==> src/mpf_pkg.sv <==
// Constants, register map and field layout of the pause flow control block.
// Assumes a 250 MHz APB clock and a byte-wide receive stream from the MAC.
package mpf_pkg;

  // ------------------------------------------------------------------
  // Register map (index, byte address is four times the index)
  // ------------------------------------------------------------------
  localparam logic [9:0] MPF_FLOW_IDX = 10'h008;
  localparam logic [9:0] MPF_MODE_IDX = 10'h010;
  localparam logic [31:0] MPF_FLOW_RESET = 32'h0000_0000;
  localparam logic [31:0] MPF_MODE_RESET = 32'h0000_0000;

  // ------------------------------------------------------------------
  // Field positions
  // ------------------------------------------------------------------
  localparam int MPF_PT_LSB = 16;
  localparam int MPF_PT_MSB = 31;
  localparam int MPF_PASS_BIT = 2;
  localparam int MPF_FLOW_CONTROL_ENABLE_BIT = 1;
  localparam int MPF_BUSY_BIT = 0;
  localparam int MPF_FDX_BIT = 0;
  localparam int MPF_TXEN_BIT = 1;
  localparam int MPF_PROM_BIT = 2;
  localparam int MPF_SPD_BIT = 3;
  localparam int MPF_HOLD_BIT = 4;
  localparam logic [31:0] MPF_MODE_WMASK = 32'h0000_000f;

  // ------------------------------------------------------------------
  // Timing
  // ------------------------------------------------------------------
  localparam int MPF_CLK_PS = 4000;
  localparam int MPF_SLOT_BITS = 512;
  localparam int MPF_BIT_PS_100 = 10000;
  localparam int MPF_BIT_PS_10 = 100000;
  localparam int MPF_SLOT_CYC_100 =
    (MPF_SLOT_BITS * MPF_BIT_PS_100 + MPF_CLK_PS - 1) / MPF_CLK_PS;
  localparam int MPF_SLOT_CYC_10 =
    (MPF_SLOT_BITS * MPF_BIT_PS_10 + MPF_CLK_PS - 1) / MPF_CLK_PS;

  // ------------------------------------------------------------------
  // PAUSE frame layout
  // ------------------------------------------------------------------
  localparam logic [4:0] MPF_SA_FIRST = 5'd6;
  localparam logic [4:0] MPF_SA_LAST = 5'd11;
  localparam logic [4:0] MPF_PT_HI_POS = 5'd16;
  localparam logic [4:0] MPF_PT_LO_POS = 5'd17;
  localparam logic [4:0] MPF_MIN_LEN = 5'd18;

  // Expected header byte at a position of a PAUSE frame
  function automatic logic [7:0] mpf_hdr_byte(input logic [4:0] pos);
    case (pos)
      5'd0: mpf_hdr_byte = 8'h01;
      5'd1: mpf_hdr_byte = 8'h80;
      5'd2: mpf_hdr_byte = 8'hc2;
      5'd3: mpf_hdr_byte = 8'h00;
      5'd4: mpf_hdr_byte = 8'h00;
      5'd5: mpf_hdr_byte = 8'h01;
      5'd12: mpf_hdr_byte = 8'h88;
      5'd13: mpf_hdr_byte = 8'h08;
      5'd14: mpf_hdr_byte = 8'h00;
      5'd15: mpf_hdr_byte = 8'h01;
      default: mpf_hdr_byte = 8'h00;
    endcase
  endfunction

  // Byte address of a register index
  function automatic logic [11:0] mpf_addr(input logic [9:0] idx);
    mpf_addr = {idx, 2'b00};
  endfunction

endpackage

==> src/mpf_rx_if.sv <==
// Receive stream and decode result between the block and its PAUSE decoder.
// Assumes one byte per beat, first byte flagged by sof and last by eof.
interface mpf_rx_if;
  logic valid;
  logic [7:0] data;
  logic sof;
  logic eof;
  logic good;
  logic decode_en;
  logic done;
  logic is_pause;
  logic [15:0] time_val;

  modport src (output valid, data, sof, eof, good, decode_en, input done, is_pause, time_val);
  modport dec (input valid, data, sof, eof, good, decode_en, output done, is_pause, time_val);
endinterface

==> src/mpf_pause_decoder.sv <==
// Recognises valid PAUSE frames in the receive byte stream.
// Assumes bytes arrive without gaps counted, CRC already checked by the MAC.
module mpf_pause_decoder
  import mpf_pkg::*;
(
  // Clock, reset, enable
  input wire logic pclk,
  input wire logic presetn,
  input wire logic ce,
  // Stream and result
  mpf_rx_if.dec rx
);

  logic [4:0] pos_q;
  logic match_q;
  logic [15:0] time_q;
  logic done_q;
  logic pause_q;
  logic [4:0] pos_now;
  logic match_now;
  logic [15:0] time_now;

  assign pos_now = rx.sof ? 5'd0 : pos_q;

  always_comb begin
    match_now = rx.sof ? 1'b1 : match_q;
    time_now = time_q;
    if (pos_now == MPF_PT_HI_POS) begin
      time_now = {rx.data, time_q[7:0]};
    end else if (pos_now == MPF_PT_LO_POS) begin
      time_now = {time_q[15:8], rx.data};
    end else if (pos_now < MPF_SA_FIRST || pos_now > MPF_SA_LAST) begin
      if (pos_now < MPF_PT_HI_POS && rx.data != mpf_hdr_byte(pos_now)) begin
        match_now = 1'b0;
      end
    end
  end

  // Byte position and running header match
  always_ff @(posedge pclk or negedge presetn) begin
    if (!presetn) begin
      pos_q <= 5'd0;
      match_q <= 1'b0;
      time_q <= 16'h0000;
    end else if (ce && rx.valid) begin
      pos_q <= (pos_now == MPF_MIN_LEN) ? pos_now : pos_now + 5'd1;
      match_q <= match_now;
      time_q <= time_now;
    end
  end

  // Result at end of frame; is_pause stays low while decoding is off
  always_ff @(posedge pclk or negedge presetn) begin
    if (!presetn) begin
      done_q <= 1'b0;
      pause_q <= 1'b0;
    end else if (ce) begin
      done_q <= rx.valid && rx.eof;
      pause_q <= rx.valid && rx.eof && rx.good && rx.decode_en && match_now
        && (pos_now + 5'd1 >= MPF_MIN_LEN);
    end
  end

  assign rx.done = done_q;
  assign rx.is_pause = pause_q;
  assign rx.time_val = time_q;

endmodule

==> src/mpf_flow_ctrl.sv <==
// Pause flow control: register, PAUSE reception, transmit hold, PAUSE send, back pressure.
// Assumes an APB master on the register side and the MAC datapath on the link side.
module mpf_flow_ctrl
  import mpf_pkg::*;
#(
  parameter int unsigned SLOT_CYC_100 = MPF_SLOT_CYC_100,
  parameter int unsigned SLOT_CYC_10 = MPF_SLOT_CYC_10
) (
  // Clock, reset, enable
  input wire logic pclk,
  input wire logic presetn,
  input wire logic ce,
  // APB slave
  input wire logic psel,
  input wire logic penable,
  input wire logic pwrite,
  input wire logic [11:0] paddr,
  input wire logic [31:0] pwdata,
  output logic [31:0] prdata,
  output logic pready,
  output logic pslverr,
  // Receive stream from MAC
  input wire logic rx_valid,
  input wire logic [7:0] rx_data,
  input wire logic rx_sof,
  input wire logic rx_eof,
  input wire logic rx_good,
  input wire logic rx_addr_pass,
  // Receive stream to application
  output logic rx_out_valid,
  output logic [7:0] rx_out_data,
  output logic rx_out_last,
  output logic rx_status_valid,
  output logic rx_status_filter,
  output logic rx_status_pause,
  // Receive buffer congestion
  input wire logic rx_congested,
  // Transmitter side
  output logic tx_hold,
  output logic pause_tx_req,
  output logic [15:0] pause_tx_time,
  input wire logic pause_tx_done,
  output logic backpressure
);

  // ------------------------------------------------------------------
  // Register file
  // ------------------------------------------------------------------
  logic [15:0] pause_time_value_q;
  logic pass_control_frames_q;
  logic flow_control_enable_q;
  logic [3:0] mode_q;
  logic [31:0] prdata_q;
  logic slverr_q;
  logic flow_control_busy;
  logic full_duplex;
  logic tx_enable;
  logic promiscuous;
  logic speed_100;
  logic sel_flow;
  logic sel_mode;
  logic wr_en;

  assign full_duplex = mode_q[MPF_FDX_BIT];
  assign tx_enable = mode_q[MPF_TXEN_BIT];
  assign promiscuous = mode_q[MPF_PROM_BIT];
  assign speed_100 = mode_q[MPF_SPD_BIT];

  // ------------------------------------------------------------------
  // Operating modes
  // ------------------------------------------------------------------
  logic pause_mode;
  logic bp_mode;

  // PAUSE handling needs full duplex; back pressure is its half-duplex twin
  assign pause_mode = flow_control_enable_q && full_duplex;
  assign bp_mode = flow_control_enable_q && !full_duplex;

  // Address decode of the two mapped words
  always_comb begin
    sel_flow = 1'b0;
    sel_mode = 1'b0;
    if (paddr == mpf_addr(MPF_FLOW_IDX)) begin
      sel_flow = 1'b1;
    end else if (paddr == mpf_addr(MPF_MODE_IDX)) begin
      sel_mode = 1'b1;
    end
  end

  // Writes land at the access edge; no wait states are inserted
  assign wr_en = ce && psel && penable && pwrite;
  assign pready = 1'b1;
  assign prdata = prdata_q;
  assign pslverr = slverr_q;

  // Writes; the busy bit position is read-only and ignores written data
  always_ff @(posedge pclk or negedge presetn) begin
    if (!presetn) begin
      pause_time_value_q <= MPF_FLOW_RESET[MPF_PT_MSB:MPF_PT_LSB];
      pass_control_frames_q <= MPF_FLOW_RESET[MPF_PASS_BIT];
      flow_control_enable_q <= MPF_FLOW_RESET[MPF_FLOW_CONTROL_ENABLE_BIT];
      mode_q <= MPF_MODE_RESET[3:0];
    end else if (wr_en) begin
      if (sel_flow) begin
        pause_time_value_q <= pwdata[MPF_PT_MSB:MPF_PT_LSB];
        pass_control_frames_q <= pwdata[MPF_PASS_BIT];
        flow_control_enable_q <= pwdata[MPF_FLOW_CONTROL_ENABLE_BIT];
      end else if (sel_mode) begin
        mode_q <= pwdata[3:0] & MPF_MODE_WMASK[3:0];
      end
    end
  end

  // Read data prepared in the setup phase, valid throughout the access phase
  always_ff @(posedge pclk or negedge presetn) begin
    if (!presetn) begin
      prdata_q <= 32'h0000_0000;
      slverr_q <= 1'b0;
    end else if (ce && psel && !penable) begin
      prdata_q <= 32'h0000_0000;
      slverr_q <= 1'b0;
      if (sel_flow) begin
        prdata_q[MPF_PT_MSB:MPF_PT_LSB] <= pause_time_value_q;
        prdata_q[MPF_PASS_BIT] <= pass_control_frames_q;
        prdata_q[MPF_FLOW_CONTROL_ENABLE_BIT] <= flow_control_enable_q;
        prdata_q[MPF_BUSY_BIT] <= flow_control_busy;
      end else if (sel_mode) begin
        prdata_q[3:0] <= mode_q;
        prdata_q[MPF_HOLD_BIT] <= tx_hold;
      end else begin
        slverr_q <= 1'b1;
      end
    end
  end

  // ------------------------------------------------------------------
  // Receive path
  // ------------------------------------------------------------------
  mpf_rx_if rxi ();

  assign rxi.valid = rx_valid;
  assign rxi.data = rx_data;
  assign rxi.sof = rx_sof;
  assign rxi.eof = rx_eof;
  assign rxi.good = rx_good;
  assign rxi.decode_en = pause_mode;

  mpf_pause_decoder u_dec (
    .pclk(pclk),
    .presetn(presetn),
    .ce(ce),
    .rx(rxi.dec)
  );

  // ------------------------------------------------------------------
  // Forwarding and status
  // ------------------------------------------------------------------
  logic out_valid_q;
  logic [7:0] out_data_q;
  logic out_last_q;
  logic addr_pass_q;
  logic stat_valid_q;
  logic stat_filter_q;
  logic stat_pause_q;

  // Every byte is forwarded, whatever the frame
  always_ff @(posedge pclk or negedge presetn) begin
    if (!presetn) begin
      out_valid_q <= 1'b0;
      out_data_q <= 8'h00;
      out_last_q <= 1'b0;
      addr_pass_q <= 1'b0;
    end else if (ce) begin
      out_valid_q <= rx_valid;
      out_data_q <= rx_data;
      out_last_q <= rx_valid && rx_eof;
      if (rx_valid && rx_eof) begin
        addr_pass_q <= rx_addr_pass;
      end
    end
  end

  // Status word two cycles after the last byte is received, one cycle after rx_out_last
  always_ff @(posedge pclk or negedge presetn) begin
    if (!presetn) begin
      stat_valid_q <= 1'b0;
      stat_filter_q <= 1'b0;
      stat_pause_q <= 1'b0;
    end else if (ce) begin
      stat_valid_q <= rxi.done;
      stat_pause_q <= rxi.done && rxi.is_pause;
      if (promiscuous) begin
        stat_filter_q <= rxi.done;
      end else if (rxi.is_pause) begin
        stat_filter_q <= rxi.done && pass_control_frames_q;
      end else begin
        stat_filter_q <= rxi.done && addr_pass_q;
      end
    end
  end

  assign rx_out_valid = out_valid_q;
  assign rx_out_data = out_data_q;
  assign rx_out_last = out_last_q;
  assign rx_status_valid = stat_valid_q;
  assign rx_status_filter = stat_filter_q;
  assign rx_status_pause = stat_pause_q;

  // ------------------------------------------------------------------
  // Transmit hold timer
  // ------------------------------------------------------------------
  logic [15:0] quanta_q;
  logic [31:0] slot_cnt_q;
  logic [31:0] slot_last;
  logic pause_act;

  // One quantum of hold is one slot time at the current link speed
  assign slot_last = speed_100 ? SLOT_CYC_100 - 32'd1 : SLOT_CYC_10 - 32'd1;
  assign pause_act = rxi.is_pause && pause_mode;

  // A new PAUSE restarts the count; leaving full-duplex flow control drops it
  always_ff @(posedge pclk or negedge presetn) begin
    if (!presetn) begin
      quanta_q <= 16'h0000;
      slot_cnt_q <= 32'd0;
    end else if (ce) begin
      if (!pause_mode) begin
        quanta_q <= 16'h0000;
      end else if (pause_act) begin
        quanta_q <= rxi.time_val;
        slot_cnt_q <= slot_last;
      end else if (quanta_q != 16'h0000) begin
        if (slot_cnt_q == 32'd0) begin
          quanta_q <= quanta_q - 16'h0001;
          slot_cnt_q <= slot_last;
        end else begin
          slot_cnt_q <= slot_cnt_q - 32'd1;
        end
      end
    end
  end

  // Hold stands while quanta remain; a PAUSE carrying zero time ends it
  assign tx_hold = (quanta_q != 16'h0000);

  // ------------------------------------------------------------------
  // PAUSE send and back pressure
  // ------------------------------------------------------------------
  // One PAUSE per congestion episode; a new one waits until congestion clears
  typedef enum logic [1:0] {MPF_IDLE, MPF_SEND, MPF_WAIT_CLR} mpf_tx_state_e;
  mpf_tx_state_e st_q;
  logic req_q;
  logic [15:0] req_time_q;
  logic bp_q;

  always_ff @(posedge pclk or negedge presetn) begin
    if (!presetn) begin
      st_q <= MPF_IDLE;
      req_q <= 1'b0;
      req_time_q <= 16'h0000;
    end else if (ce) begin
      case (st_q)
        MPF_IDLE: begin
          if (rx_congested && pause_mode && tx_enable) begin
            st_q <= MPF_SEND;
            req_q <= 1'b1;
            req_time_q <= pause_time_value_q;
          end
        end
        MPF_SEND: begin
          if (pause_tx_done) begin
            st_q <= MPF_WAIT_CLR;
            req_q <= 1'b0;
          end else if (!tx_enable) begin
            st_q <= MPF_WAIT_CLR;
            req_q <= 1'b0;
          end
        end
        default: begin
          if (!rx_congested) begin
            st_q <= MPF_IDLE;
          end
        end
      endcase
    end
  end

  // Back pressure follows congestion one cycle late and stops with the transmitter
  always_ff @(posedge pclk or negedge presetn) begin
    if (!presetn) begin
      bp_q <= 1'b0;
    end else if (ce) begin
      bp_q <= rx_congested && bp_mode && tx_enable;
    end
  end

  assign pause_tx_req = req_q;
  assign pause_tx_time = req_time_q;
  assign backpressure = bp_q;
  assign flow_control_busy = req_q || bp_q;

endmodule

==> config.mk <==
export PLATFORM = sky130hd
export DESIGN_NAME = mpf_flow_ctrl
export DESIGN_NICKNAME = d
export VERILOG_FILES = /design/src/mpf_pkg.sv /design/src/mpf_rx_if.sv /design/src/mpf_pause_decoder.sv /design/src/mpf_flow_ctrl.sv
export SDC_FILE = /design/constraint.sdc
export NUM_CORES = 1
export LEC_CHECK = 0
export ABC_CLOCK_PERIOD_IN_PS = 7600
export BUFFER_PORTS_ARGS = -buffer_cell sky130_fd_sc_hd__buf_2
export CAP_MARGIN = 5
export CORE_ASPECT_RATIO = 1.75
export CORE_MARGIN = 4
export CORE_UTILIZATION = 60
export DETAILED_ROUTE_END_ITERATION = 8
export PLACE_DENSITY = 0.85
export SYNTH_ARGS = -nofsm -noshare
export SYNTH_HDL_FRONTEND = slang
export SYNTH_HIERARCHICAL = 1
export SYNTH_SLANG_ARGS = --single-unit
==> constraint.sdc <==
create_clock -name pclk -period 7.6 [get_ports pclk]
set_input_delay 1.52 -clock pclk [delete_from_list [all_inputs] [get_ports pclk]]
set_output_delay 1.52 -clock pclk [all_outputs]
set_load 0.05 [all_outputs]
==> flow_metrics.env <==
export IMPL_crit_path_cell_trace="nor4_1 -> nand4_1 -> buf_2"
export IMPL_finalHoldViolCount=0
export IMPL_layout_area_seq_um2=3750
export IMPL_maxCapViolations=0
export IMPL_cell_internal_pwr_mw=1.41
export IMPL_design_power_total_mw=1.89
export IMPL_clock_latency_ns=0.42
export IMPL_htree_num_levels=4
export IMPL_critical_path_n_buffers_inverters=1
export IMPL_post_cts_setup_buffer_count=0
export IMPL_synthCells=697
export IMPL_critical_path_slowest_cell="nor4_1"
export IMPL_tritoncts_num_buffers=17
export IMPL_switching_power_uw=481
export IMPL_fin_util_pct=72.3
export IMPL_cts_reportedPaths_clkPinSlew_ns=0.06
export IMPL_grt_usage_pct=27.5
export IMPL_synthDistinctLibCells=64
export IMPL_drt_iter0_markers=507
export IMPL_setup_worst_path_class="reg2out"
export IMPL_first_global_vias=6442
export IMPL_power_frac_comb_pct=7.8
export IMPL_ir_worst_vdd_mv=0.160
export IMPL_max_slew_worst_pin_slew_ns=0.948
export IMPL_cts_tree="done"
export IMPL_grt_start_max_net_pins=91
export IMPL_crit_fanout=8
export IMPL_place_congestion=0.861
export IMPL_antenna_found_initial=1
export IMPL_io_pin_count=131
export IMPL_seqPwrFrac_pct=44.5
export IMPL_die_y_um=153
export IMPL_die_area_um2=14000
export IMPL_cts_buffer_depth=2
export IMPL_detailroute_via_count=6066
export IMPL_synth_enable_flop_cells=0
export IMPL_postSynthRegisterBits=150
export IMPL_io_buffer_count=106
export IMPL_route_antenna_remaining_nets=0
export IMPL_postSynth_topFlopCell="dfrtp_1"
export IMPL_power_share_switching_pct=25.4
export IMPL_ys_async_sr_fraction_pct=100
export IMPL_path_delay_family="simple AND/OR/NAND/NOR gates"
export IMPL_worst_endpoint_required_ns=6.08
export IMPL_clockRootBuffer="clkbuf_16"
export IMPL_seq_area_frac_synth_pct=51.7
export IMPL_critical_path_arrival_ns=2.45
export IMPL_power_per_cell_area_nw_per_um2=223
export IMPL_num_rows=52
export IMPL_critPathCaptureType="output pin"
export IMPL_layout_cells_sized_above_1_pct=28.9
export IMPL_drc_errors=0
export IMPL_start_kind="register"
export IMPL_nets=867
export IMPL_grt_pass1_wl_um=30900
export IMPL_post_synth_instance_area_um2=7260
export IMPL_post_dp_cell_area_um2=7830
export IMPL_cts_repair_resized=0
export IMPL_hold_path_class="reg2reg"
export IMPL_area_added_between_synthesis_and_finish_pct=16.7
export IMPL_rsz_0062_raised_after_global_routing="false"
export IMPL_static_leakage_power_nw=4.16
export IMPL_cts_stage_hold_buffer_count=0
export IMPL_gr_total_overflow=0
export IMPL_final_period_utilization_pct=52.2
export IMPL_max_stage_delay_ns=0.69
export IMPL_maximum_achievable_frequency_mhz=252
export IMPL_cts_sink_count=150
export IMPL_vias_per_cell=6.41
export IMPL_die_width_um=91.1
export IMPL_status="finished, final reports clean"
export IMPL_layout_filler_cells=766
export IMPL_layout_setup_ws_ns=3.63
export IMPL_tns_ns=0
export IMPL_drt_wl_total_um=18800
export IMPL_pwr_share_clk_pct=47.7
export IMPL_multi_input_area_um2=3230
export IMPL_finalSetupViolCount=0
export IMPL_placeableCoreArea_um2=11700
export IMPL_yosys_warnings=6
export IMPL_synth_avg_cell_area_um2=10.4
export IMPL_final_max_slew_viol_count=0
export IMPL_detailedPlacementHpwl_um=12700
export IMPL_final_period_minus_worst_setup_slack_ns=3.97
export IMPL_timing_clock_skew_ns=0.00722
export IMPL_stdcell_area_um2=8470
export IMPL_route_detailed_wl_per_inst_um=19.8
export IMPL_initial_core_util_pct=62.0
export IMPL_detailedPlace_worstSlack_ns=3.70
export IMPL_worst_slew_margin_rel_pct=36.5
export IMPL_detailedRoute_firstPassIterationCount=7
flip-flops by register name (all words and copies together), names as in the netlist, 2 cells and up:
signal / flops
rx_out_data: 8
pause_tx_time: 16
st_q: 2
slot_cnt_q: 32
mode_q: 4
pause_time_value_q: 16
u_dec/pos_q: 5
u_dec/rx.time_val: 16
quanta_q: 16
prdata: 21
path summary, 6_finish.rpt:
path | start | endpoint | slack, ns | depth (start not counted)
max in group asynchronous | presetn | quanta_q[2] | 5.16 | 2
setup reg to reg | quanta_q[12] | quanta_q[8] | 4.59 | 7
hold reg to reg | prdata[0] | prdata[0] | 0.48 | 1
hold / removal | prdata[0] | prdata[0] | 0.48 | 1
min in group asynchronous | presetn | quanta_q[12] | 1.17 | 1
setup / recovery | quanta_q[12] | tx_hold | 3.63 | 3
synthesized netlist by cell type (all sizes together), types with 12 or more instances:
library cell / instances / share of area, %
inv: 26 / 1.3
nand2: 70 / 3.9
a21oi: 42 / 2.9
nor3: 25 / 1.9
or3: 12 / 1.0
buf: 21 / 2.1
nand3: 16 / 1.1
clkbuf: 19 / 0.98
dfrtp: 150 / 52
o21ai: 48 / 3.3
nor2: 48 / 2.6
xnor2: 15 / 1.8
nor4: 25 / 2.6
mux2: 66 / 10
stage by stage:
step | std cells | hold slack (ns)
floorplan | 707 | 0.469
global placement | 914 | 0.459
detailed placement | 914 | 0.461
CTS | 946 | 0.476
global route | 947 | 0.508
finish | 947 | 0.475
layout make-up:
cell class | count | area share [%]
antenna | 1 | 0.0296
tap | 135 | 2.00
clock inverter | 13 | 2.13
clock buffer | 19 | 5.35
inverter | 26 | 1.15
sequential | 150 | 44.3
timing repair buffer | 112 | 6.87
multi-input combinational | 491 | 38.1
cells in the final DEF (no fill, tap or decap), types with 7 or more instances in the layout:
cell,synthesis,layout
o31ai_1,8,8
or4_1,9,9
conb_1,2,12
clkbuf_16,0,17
o21ai_0,44,44
nor3_1,23,23
nand4_1,8,8
buf_2,5,105
nand2_1,67,67
o22ai_1,11,11
a21oi_1,42,42
nor4_1,21,21
o211ai_1,7,7
or3_1,12,12
mux2_2,65,65
dfrtp_1,150,150
inv_1,26,26
xnor2_1,15,15
nor2_1,46,46
inv_6,0,7
nand3_1,16,16
cell families (layout without fill, tap and decap cells):
family,after synthesis,count (layout),synth area share (%)
and+or+nand+nor,241,241,17.9
DFF,150,150,51.7
AOI/OAI and AO/OA,145,145,12.1
muxes,69,69,10.7
buffers and inverters,66,170,4.38
xor gates and xnor gates,20,20,2.41
adders and majority gates,4,4,0.690
other,2,13,0.103
metal layers:
layer | wire [um] | up-vias | global-route usage (%)
li1 | - | 2690 | -
met1 | 6520 | 2971 | 28.3
met2 | 10100 | 315 | 49.6
met3 | 1160 | 90 | 6.59
met4 | 990 | 0 | 16.6
met5 | 0 | - | 0
worst register-to-register path: cells and delay by family (launching register included):
family	cells	cell delay (ns)
AND/OR/NAND/NOR	4	1.49
AO/OA/AOI/OAI	2	0.60
flip-flops	1	0.45
buffers and inverters	1	0.34
power by group through the flow:
stage	registers (mW)	clock network (mW)	logic, mW
finish	0.842	0.902	0.148
global route	0.844	0.951	0.160
CTS	0.841	0.907	0.148
detailed placement	0.855	0	0.145
global placement	0.853	0	0.140
floorplan	0.870	0	0.0816
Note: power is estimated with default switching activity, not from simulation.
